`config.mk`:
```
export PLATFORM = sky130hd
export DESIGN_NAME = intc_core
export DESIGN_NICKNAME = d
export VERILOG_FILES = /design/src/rtl/intc_pkg.sv /design/src/rtl/intc_arbiter.sv /design/src/rtl/intc_core.sv
export SDC_FILE = /design/constraint.sdc
export NUM_CORES = 1
export LEC_CHECK = 0
export BUFFER_PORTS_ARGS = -buffer_cell sky130_fd_sc_hd__buf_4
export CAP_MARGIN = 20
export CORE_ASPECT_RATIO = 0.5
export CORE_MARGIN = 2
export CORE_UTILIZATION = 40
export CTS_CLUSTER_DIAMETER = 150
export DETAILED_ROUTE_END_ITERATION = 6
export PLACE_DENSITY = 0.65
export REMOVE_ABC_BUFFERS = 1
export SYNTH_ARGS = -nofsm -noshare
export SYNTH_HDL_FRONTEND = slang
export SYNTH_SLANG_ARGS = --single-unit
```
`constraint.sdc`:
```
create_clock -name core_clk_i -period 20.5 [get_ports core_clk_i]
set_input_delay 4.1 -clock core_clk_i [delete_from_list [all_inputs] [get_ports core_clk_i]]
set_output_delay 4.1 -clock core_clk_i [all_outputs]
set_load 0.01 [all_outputs]
```
`src/rtl/intc_pkg.sv`:
```
// constants for the four-level interrupt priority controller
// assumes an apb master and a cpu core that acknowledges vectors and returns
package intc_pkg;
  localparam int NUM_SRC = 6;
  localparam int NUM_LVL = 4;
  // register indexes; byte address is four times the index
  localparam logic [7:0] IDX_ENABLE = 8'ha8;
  localparam logic [7:0] IDX_PRIO_HI = 8'hb7;
  localparam logic [7:0] IDX_PRIO_LO = 8'hc0;
  localparam logic [7:0] IDX_TRIG = 8'hc1;
  localparam logic [7:0] IDX_FLAGS = 8'hc2;
  localparam logic [7:0] IDX_IRQ_STAT = 8'hc3;
  localparam logic [7:0] IDX_IRQ_MASK = 8'hc4;
  localparam int ADDR_W = 12;
  // enable register fields
  localparam int EN_GLOBAL_BIT = 7;
  localparam int EN_UNUSED_BIT = 6;
  localparam logic [7:0] EN_WMASK = 8'hbf;
  // trigger register fields
  localparam int TRIG_EXT0_BIT = 0;
  localparam int TRIG_EXT1_BIT = 1;
  // flags register: pending in 5:0, in-service levels in 11:8
  localparam int FLAGS_INSVC_LSB = 8;
  // source indexes in polling order
  localparam int SRC_EXT0 = 0;
  localparam int SRC_TMR0 = 1;
  localparam int SRC_EXT1 = 2;
  localparam int SRC_TMR1 = 3;
  localparam int SRC_SER = 4;
  localparam int SRC_TMR2 = 5;
  localparam logic [7:0] VEC_BASE = 8'h03;
  localparam logic [7:0] VEC_STEP = 8'h08;
  localparam logic [7:0] RST_ENABLE = 8'h00;
  localparam logic [5:0] RST_PRIO = 6'h00;
  localparam logic [1:0] RST_TRIG = 2'h0;
  localparam logic [5:0] RST_IRQ = 6'h00;
endpackage : intc_pkg

```
`src/rtl/intc_arbiter.sv`:
```
// picks the highest-level request, lowest polling index on a tie
// assumes the request vector is already qualified by enables; priority vectors are not
`timescale 1ns/1ps
module intc_arbiter
  import intc_pkg::*;
#(
  parameter int N = NUM_SRC
) (
  input wire logic [N-1:0] req_i,
  input wire logic [N-1:0] prio_hi_i,
  input wire logic [N-1:0] prio_lo_i,
  output logic valid_o,
  output logic [2:0] idx_o,
  output logic [1:0] lvl_o
);
  always_comb begin
    valid_o = 1'b0;
    idx_o = 3'h0;
    lvl_o = 2'h0;
    // descending scan with >= lets the lower index win a tie
    for (int i = N - 1; i >= 0; i--) begin
      if (req_i[i] && (!valid_o || {prio_hi_i[i], prio_lo_i[i]} >= lvl_o)) begin
        valid_o = 1'b1;
        idx_o = 3'(i);
        lvl_o = {prio_hi_i[i], prio_lo_i[i]};
      end
    end
  end
endmodule : intc_arbiter

```
`src/rtl/intc_core.sv`:
```
// four-level nested interrupt controller with apb register access
// assumes the core pulses vector_ack_i when it jumps and reti_i on return
`timescale 1ns/1ps
module intc_core
  import intc_pkg::*;
(
  input wire logic core_clk_i,
  input wire logic reset_n_i,
  input wire logic psel_i,
  input wire logic penable_i,
  input wire logic pwrite_i,
  input wire logic [ADDR_W-1:0] paddr_i,
  input wire logic [31:0] pwdata_i,
  output logic [31:0] prdata_o,
  output logic pready_o,
  output logic pslverr_o,
  input wire logic ext0_i,
  input wire logic ext1_i,
  input wire logic timer0_overflow_i,
  input wire logic timer1_overflow_i,
  input wire logic receive_done_flag_i,
  input wire logic transmit_done_flag_i,
  input wire logic timer2_overflow_flag_i,
  input wire logic timer2_external_flag_i,
  input wire logic vector_ack_i,
  input wire logic reti_i,
  output logic vector_req_o,
  output logic [7:0] vector_addr_o,
  output logic irq_o
);
  // ----------------------------------------
  // helpers
  // ----------------------------------------
  function automatic logic [7:0] vec_of(input logic [2:0] idx);
    vec_of = VEC_BASE + 8'({5'h00, idx} * VEC_STEP);
  endfunction : vec_of

  function automatic logic [1:0] top_of(input logic [3:0] set);
    top_of = 2'h0;
    for (int i = 0; i < NUM_LVL; i++) begin
      if (set[i]) begin
        top_of = 2'(i);
      end
    end
  endfunction : top_of

  // ----------------------------------------
  // apb decode
  // ----------------------------------------
  logic [7:0] interrupt_enable_mask_r;
  logic [5:0] priority_upper_bits_r;
  logic [5:0] priority_lower_bits_r;
  logic [1:0] trig_edge_r;
  logic [5:0] irq_stat_r;
  logic [5:0] irq_mask_r;
  logic [5:0] req_flag_r;
  logic [3:0] insvc_r;
  logic [2:0] grant_idx_r;
  logic [1:0] grant_lvl_r;
  logic req_r;
  logic [7:0] addr_r;
  logic [31:0] prdata_r;
  logic ext0_d_r;
  logic ext1_d_r;
  logic [7:0] reg_idx;
  logic wr_en;
  logic access;
  logic mapped;
  logic [5:0] pending;

  assign access = psel_i && penable_i;
  assign reg_idx = paddr_i[ADDR_W-3:2];
  assign wr_en = access && pwrite_i;
  assign mapped = (paddr_i[1:0] == 2'h0) && (reg_idx == IDX_ENABLE || reg_idx == IDX_PRIO_HI
    || reg_idx == IDX_PRIO_LO || reg_idx == IDX_TRIG || reg_idx == IDX_FLAGS
    || reg_idx == IDX_IRQ_STAT || reg_idx == IDX_IRQ_MASK);
  // zero wait states keep the core's sfr timing simple
  assign pready_o = 1'b1;
  assign pslverr_o = access && !mapped;
  assign prdata_o = prdata_r;

  always_ff @(posedge core_clk_i) begin
    if (!reset_n_i) begin
      prdata_r <= 32'h0000_0000;
    end else if (psel_i && !penable_i && !pwrite_i) begin
      case (reg_idx)
        IDX_ENABLE: prdata_r <= {24'h000000, interrupt_enable_mask_r};
        IDX_PRIO_HI: prdata_r <= {26'h0000000, priority_upper_bits_r};
        IDX_PRIO_LO: prdata_r <= {26'h0000000, priority_lower_bits_r};
        IDX_TRIG: prdata_r <= {30'h00000000, trig_edge_r};
        IDX_FLAGS: prdata_r <= {20'h00000, insvc_r, 2'h0, pending};
        IDX_IRQ_STAT: prdata_r <= {26'h0000000, irq_stat_r};
        IDX_IRQ_MASK: prdata_r <= {26'h0000000, irq_mask_r};
        default: prdata_r <= 32'h0000_0000;
      endcase
    end
  end

  // ----------------------------------------
  // configuration registers
  // ----------------------------------------
  always_ff @(posedge core_clk_i) begin
    if (!reset_n_i) begin
      interrupt_enable_mask_r <= RST_ENABLE;
      priority_upper_bits_r <= RST_PRIO;
      priority_lower_bits_r <= RST_PRIO;
      trig_edge_r <= RST_TRIG;
      irq_mask_r <= RST_IRQ;
    end else if (wr_en && paddr_i[1:0] == 2'h0) begin
      case (reg_idx)
        IDX_ENABLE: interrupt_enable_mask_r <= pwdata_i[7:0] & EN_WMASK;
        IDX_PRIO_HI: priority_upper_bits_r <= pwdata_i[5:0];
        IDX_PRIO_LO: priority_lower_bits_r <= pwdata_i[5:0];
        IDX_TRIG: trig_edge_r <= pwdata_i[1:0];
        IDX_IRQ_MASK: irq_mask_r <= pwdata_i[5:0];
        default: ;
      endcase
    end
  end

  // ----------------------------------------
  // request flags
  // ----------------------------------------
  logic [5:0] hw_set;
  logic [5:0] clr;
  logic [5:0] sw_clr;
  logic take;

  assign take = vector_ack_i && req_r;
  assign sw_clr = (wr_en && reg_idx == IDX_FLAGS && paddr_i[1:0] == 2'h0) ? pwdata_i[5:0] : 6'h00;
  assign hw_set[SRC_EXT0] = trig_edge_r[TRIG_EXT0_BIT] ? (ext0_i && !ext0_d_r) : ext0_i;
  assign hw_set[SRC_EXT1] = trig_edge_r[TRIG_EXT1_BIT] ? (ext1_i && !ext1_d_r) : ext1_i;
  assign hw_set[SRC_TMR0] = timer0_overflow_i;
  assign hw_set[SRC_TMR1] = timer1_overflow_i;
  assign hw_set[SRC_SER] = 1'b0;
  assign hw_set[SRC_TMR2] = 1'b0;

  always_comb begin
    clr = sw_clr;
    // level-mode externals follow the pin; vectoring leaves them alone
    if (!trig_edge_r[TRIG_EXT0_BIT]) clr[SRC_EXT0] = !ext0_i;
    if (!trig_edge_r[TRIG_EXT1_BIT]) clr[SRC_EXT1] = !ext1_i;
    if (take) begin
      if (grant_idx_r == 3'(SRC_TMR0) || grant_idx_r == 3'(SRC_TMR1)) begin
        clr[grant_idx_r] = 1'b1;
      end
      if ((grant_idx_r == 3'(SRC_EXT0) && trig_edge_r[TRIG_EXT0_BIT])
          || (grant_idx_r == 3'(SRC_EXT1) && trig_edge_r[TRIG_EXT1_BIT])) begin
        clr[grant_idx_r] = 1'b1;
      end
    end
  end

  always_ff @(posedge core_clk_i) begin
    if (!reset_n_i) begin
      req_flag_r <= 6'h00;
      ext0_d_r <= 1'b0;
      ext1_d_r <= 1'b0;
    end else begin
      req_flag_r <= (req_flag_r & ~clr) | hw_set;
      ext0_d_r <= ext0_i;
      ext1_d_r <= ext1_i;
    end
  end

  // serial and timer2 flags live in their own blocks; software clears them there
  assign pending = {timer2_overflow_flag_i | timer2_external_flag_i,
                    receive_done_flag_i | transmit_done_flag_i, req_flag_r[3:0]};

  // ----------------------------------------
  // arbitration and nesting
  // ----------------------------------------
  logic [5:0] eligible;
  logic win_valid;
  logic [2:0] win_idx;
  logic [1:0] win_lvl;
  logic [1:0] top_lvl;
  logic allowed;

  assign eligible = interrupt_enable_mask_r[EN_GLOBAL_BIT]
    ? (pending & interrupt_enable_mask_r[5:0]) : 6'h00;

  intc_arbiter #(.N(NUM_SRC)) u_arb (
    .req_i(eligible),
    .prio_hi_i(priority_upper_bits_r),
    .prio_lo_i(priority_lower_bits_r),
    .valid_o(win_valid),
    .idx_o(win_idx),
    .lvl_o(win_lvl)
  );

  assign top_lvl = top_of(insvc_r);
  assign allowed = win_valid && (insvc_r == 4'h0 || win_lvl > top_lvl);

  always_ff @(posedge core_clk_i) begin
    if (!reset_n_i) begin
      req_r <= 1'b0;
      addr_r <= 8'h00;
      grant_idx_r <= 3'h0;
      grant_lvl_r <= 2'h0;
    end else begin
      // drop for a cycle after ack or return so stale state is never offered
      req_r <= allowed && !vector_ack_i && !reti_i;
      addr_r <= vec_of(win_idx);
      grant_idx_r <= win_idx;
      grant_lvl_r <= win_lvl;
    end
  end

  always_ff @(posedge core_clk_i) begin
    if (!reset_n_i) begin
      insvc_r <= 4'h0;
    end else if (take) begin
      insvc_r <= insvc_r | (4'h1 << grant_lvl_r);
    end else if (reti_i && insvc_r != 4'h0) begin
      insvc_r <= insvc_r & ~(4'h1 << top_lvl);
    end
  end

  assign vector_req_o = req_r;
  assign vector_addr_o = addr_r;

  // ----------------------------------------
  // event status and interrupt line
  // ----------------------------------------
  logic [5:0] stat_set;
  logic [5:0] stat_clr;
  assign stat_set = take ? (6'h01 << grant_idx_r) : 6'h00;
  assign stat_clr = (wr_en && reg_idx == IDX_IRQ_STAT && paddr_i[1:0] == 2'h0)
    ? pwdata_i[5:0] : 6'h00;

  always_ff @(posedge core_clk_i) begin
    if (!reset_n_i) begin
      irq_stat_r <= RST_IRQ;
    end else begin
      irq_stat_r <= (irq_stat_r & ~stat_clr) | stat_set;
    end
  end

  assign irq_o = |(irq_stat_r & irq_mask_r);

  // ----------------------------------------
  // checks
  // ----------------------------------------
  AST_GLOBAL_OFF: assert property (@(posedge core_clk_i) disable iff (!reset_n_i)
    !$past(interrupt_enable_mask_r[EN_GLOBAL_BIT]) |-> !vector_req_o)
    else $error("vector offered while global enable low");
  AST_NO_EQUAL_NEST: assert property (@(posedge core_clk_i) disable iff (!reset_n_i)
    vector_req_o |-> ($past(insvc_r) == 4'h0 || grant_lvl_r > $past(top_lvl)))
    else $error("vector offered under equal or higher level");
  AST_TAKE_FREE: assert property (@(posedge core_clk_i) disable iff (!reset_n_i)
    (allowed && !vector_ack_i && !reti_i) |=> vector_req_o)
    else $error("takeable request not offered");
  AST_NEST_PUSH: assert property (@(posedge core_clk_i) disable iff (!reset_n_i)
    take |=> insvc_r[$past(grant_lvl_r)] && (insvc_r & ~$past(insvc_r)) != 4'h0
      || $past(insvc_r[grant_lvl_r]))
    else $error("acknowledged level not marked in service");
  AST_RESTORE: assert property (@(posedge core_clk_i) disable iff (!reset_n_i)
    (reti_i && !take && insvc_r[3] && insvc_r[0]) |=> insvc_r == ($past(insvc_r) & 4'h7))
    else $error("return did not restore lower level");
  AST_VECTOR: assert property (@(posedge core_clk_i) disable iff (!reset_n_i)
    vector_req_o |-> vector_addr_o == VEC_BASE + 8'({5'h00, grant_idx_r} * VEC_STEP))
    else $error("vector address mismatch");
  AST_TMR0_CLR: assert property (@(posedge core_clk_i) disable iff (!reset_n_i)
    (take && grant_idx_r == 3'(SRC_TMR0) && !timer0_overflow_i) |=> !req_flag_r[SRC_TMR0])
    else $error("timer0 flag not cleared by vectoring");
  AST_LVL_EXT_KEEP: assert property (@(posedge core_clk_i) disable iff (!reset_n_i)
    (take && grant_idx_r == 3'(SRC_EXT0) && !trig_edge_r[TRIG_EXT0_BIT] && ext0_i)
      |=> req_flag_r[SRC_EXT0])
    else $error("level external flag cleared by vectoring");
  AST_LEVEL_MAP: assert property (@(posedge core_clk_i) disable iff (!reset_n_i)
    win_valid |-> win_lvl == {priority_upper_bits_r[win_idx], priority_lower_bits_r[win_idx]})
    else $error("winner level not formed from priority bits");
  AST_SIX_SRC: assert property (@(posedge core_clk_i) disable iff (!reset_n_i)
    win_valid |-> win_idx < 3'(NUM_SRC) && eligible[win_idx])
    else $error("winner outside the six sources");
  AST_UNUSED_ZERO: assert property (@(posedge core_clk_i) disable iff (!reset_n_i)
    !interrupt_enable_mask_r[EN_UNUSED_BIT])
    else $error("unimplemented enable bit set");
  AST_PRIO_HI_WR: assert property (@(posedge core_clk_i) disable iff (!reset_n_i)
    (wr_en && reg_idx == IDX_PRIO_HI && paddr_i[1:0] == 2'h0)
      |=> priority_upper_bits_r == $past(pwdata_i[5:0]))
    else $error("upper priority write lost");
endmodule : intc_core

```
==> results.json <==
{
  "status": "finished, final reports clean",
  "grt_usage_pct": 21.3,
  "slew_headroom_pct": 42.6,
  "coreArea_um2": 8120,
  "finalSetupTns_ps": 0,
  "worstSkewPairLatency_ps": 330,
  "gr-total-overflow": 0,
  "syn_inst": 413,
  "cts_buffer_depth": 2,
  "synth-edff-count": 0,
  "grt_pass1_wl_um": 15300,
  "viasPerCell": 5.44,
  "ys_ff_latch": 61,
  "finalHoldViolations": 0,
  "pre_cts_ws_ps": 8430,
  "swShare_pct": 21.6,
  "drive_gt1_share_pct": 18.9,
  "yosysWarnings": 0,
  "place_congestion": 0.835,
  "pin_count": 103,
  "io_buffer_count": 50,
  "reg2regPathDepth": 35,
  "critPathMaxStageDelay_ps": 630,
  "first_pass_iters": 5,
  "clkPwrFrac_pct": 52.6,
  "p_int_uw": 231,
  "crit_start": "timer2_external_flag_i",
  "avgSynthCellArea_um2": 8.23,
  "nets": 527,
  "ys_seq_area_share_pct": 35.9,
  "end_kind": "flop",
  "cts_setup_buffers": 0,
  "synthesis.area_um2": 3400,
  "ir_drop_mv": 0.0380,
  "crit_family": "compound AO/OA/AOI/OAI gates",
  "antenna_found_initial": 0,
  "diodes": 0,
  "cts_buffers": 9,
  "power_leakage_nw": 1.63,
  "reg2reg_to": "vector_req_o$_SDFF_PN0_",
  "die_area_um2": 9300,
  "cp_common_cell": "a21oi_1",
  "rsz0062_at_grt": "false",
  "synth_cell_types": 56,
  "grt_max_degree": 31,
  "dp_hpwl_um": 6860,
  "path_depth": 36,
  "layout.cells.non_filler": 573,
  "wl_per_cell_um": 16.2,
  "cp_data_required_time_ps": 20710,
  "seq_power_share_pct": 41.1,
  "path_buf_inv": 2,
  "path_class": "input port to flop",
  "crit_arrival_ps": 11990,
  "placed_area_um2": 3750,
  "tightest_slew_ps": 859,
  "placed_cells": 557,
  "ctsResizeCount": 0,
  "worst_setup_path_start_kind": "input port",
  "drv_cap": 0,
  "finalSetupViolations": 0,
  "synthArstFlopShare_pct": 0,
  "drtIter0Drc": 263,
  "fin_crit_ps": 11780,
  "drt-total-wl_um": 9290,
  "fin_area_um2": 4070,
  "final_max_slew_viol_count": 0,
  "max_freq_mhz": 84.9,
  "utilization_pct": 50.1,
  "via_count": 3119,
  "holdBufCountCts": 0,
  "start_util_pct": 41.9,
  "syn_to_final_growth_pct": 19.5,
  "endpoint": "vector_req_o$_SDFF_PN0_",
  "grt_pass1_vias": 2961,
  "hold_slack_ps": 448,
  "crit_fanout": 7,
  "route.detailed.drc": 0,
  "die_y_um": 69.2,
  "finalPower_uw": 295,
  "fin_skew_ps": 8.19,
  "combPwrFrac_pct": 6.3,
  "ant_nets": 0,
  "reg2reg_slack_ps": 12120,
  "worst_slack_ps": 8720,
  "cts-root-buf": "clkbuf_16",
  "switching_power_uw": 63.7,
  "fin_crit_sh_pct": 57.4,
  "clk_pin_slew_ps": 50,
  "crit_slowest_cell": "a2bb2oi_1",
  "holdCritPathClass": "flop to flop",
  "power.density_nw_per_um2": 72.5,
  "cts.sinks": 61,
  "r2r_start": "interrupt_enable_mask_r[7]$_SDFFE_PN0P_",
  "yosys_most_used_dff": "dfxtp_1",
  "cts_tree": "yes",
  "std_cell_rows": 23,
  "h-tree-depth": 3,
  "die_w_um": 134
}
==> cell families after synthesis <==
family                   after synthesis  share of synthesized area, %
AND/OR/NAND/NOR                      154                          22.8
adder cells (fa/ha/maj)               12                          4.41
flip-flops                            61                          35.9
buffers and inverters                 54                          9.31
AO/OA/AOI/OAI                        110                          21.3
other                                  2                         0.221
multiplexers                          20                          6.11
==> placed cells by master (no fill, tap or decap), drive strengths merged, types with 3 or more instances in the layout <==
cell,n
nor4b,3
inv,9
a21o,6
a22oi,8
o21ai,18
nand2b,7
clkbuf,13
and2,5
mux2,6
conb,25
nor3,3
a221oi,3
ha,12
a31oi,4
a22o,3
o211ai,3
nand3,27
buf,53
a21oi,46
nand2,50
nand4,5
mux2i,14
nor2,38
a222oi,4
dfxtp,61
==> cell type report <==
cell class | count | area (um2)
Clock buffer | 13 | 270
Tap cell | 112 | 140
Multi-Input combinational cell | 321 | 1960
Fill cell | 821 | 4050
Clock inverter | 3 | 42.5
Timing Repair Buffer | 53 | 398
Sequential cell | 61 | 1220
Inverter | 10 | 37.5
==> cells in the mapped netlist (3+ instances only) <==
cell,number,share of area [%]
nand4_1,5,0.92
a31oi_1,4,0.74
clkbuf_1,13,1.4
a22o_1,3,0.77
nand2_1,50,5.5
nor3_1,3,0.44
o21ai_0,18,2.6
a21oi_1,46,6.8
nand2b_1,7,1.3
dfxtp_1,61,36
ha_1,12,4.4
mux2_2,6,2.0
nand3_1,27,4.0
a222oi_1,4,1.2
a22oi_1,8,1.8
buf_4,28,6.2
a21o_1,6,1.3
and2_1,5,0.92
nor2_1,36,4.0
mux2i_1,14,4.1
inv_1,9,0.99
==> sequential cells by signal (all words and copies together) (netlist names), 3 cells and up <==
name / cells
grant_idx_r: 3
insvc_r: 4
interrupt_enable_mask_r: 7
irq_mask_r: 6
irq_stat_r: 6
prdata_o: 11
priority_lower_bits_r: 6
priority_upper_bits_r: 6
req_flag_r: 4
==> worst reg2reg max path: cells and delay by family (launching register included) <==
| kind | cells | cell delay (ps) |
|---|---|---|
| AO/OA/AOI/OAI | 18 | 4230 |
| adder cells (fa/ha/maj) | 6 | 1660 |
| buffers and inverters | 1 | 110 |
| flip-flops | 1 | 550 |
| multiplexers | 1 | 410 |
| AND/OR/NAND/NOR | 9 | 1290 |
==> power by group through the flow <==
stage,clock network [mW],logic [mW],registers [mW]
3_5_place_dp,0,0.0184,0.123
6_report,0.155,0.0186,0.121
3_3_place_gp,0,0.0183,0.123
5_1_grt,0.163,0.0204,0.121
2_1_floorplan,0,0.00689,0.123
4_1_cts,0.158,0.0185,0.121
==> per-layer routing <==
layer	track usage, %	share of wire (%)
met1	28.5	46
met2	33.2	44
met3	5.56	7.7
met4	7.95	1.7
met5	0	0
==> worst min-delay path by stage <==
stage                                         start                        end  slack (ps)  depth (start not counted)
after global routing      prdata_o[11]$_SDFFE_PN0P_  prdata_o[11]$_SDFFE_PN0P_         470                          2
after global placement     prdata_o[8]$_SDFFE_PN0P_   prdata_o[8]$_SDFFE_PN0P_         440                          2
after detailed placement  prdata_o[11]$_SDFFE_PN0P_  prdata_o[11]$_SDFFE_PN0P_         450                          2
after floorplan            irq_stat_r[3]$_SDFF_PN0_   irq_stat_r[3]$_SDFF_PN0_         450                          2
final                      prdata_o[8]$_SDFFE_PN0P_   prdata_o[8]$_SDFFE_PN0P_         450                          2
after CTS                 prdata_o[11]$_SDFFE_PN0P_  prdata_o[11]$_SDFFE_PN0P_         450                          2
No activity file was read; power rests on OpenSTA's default activity.
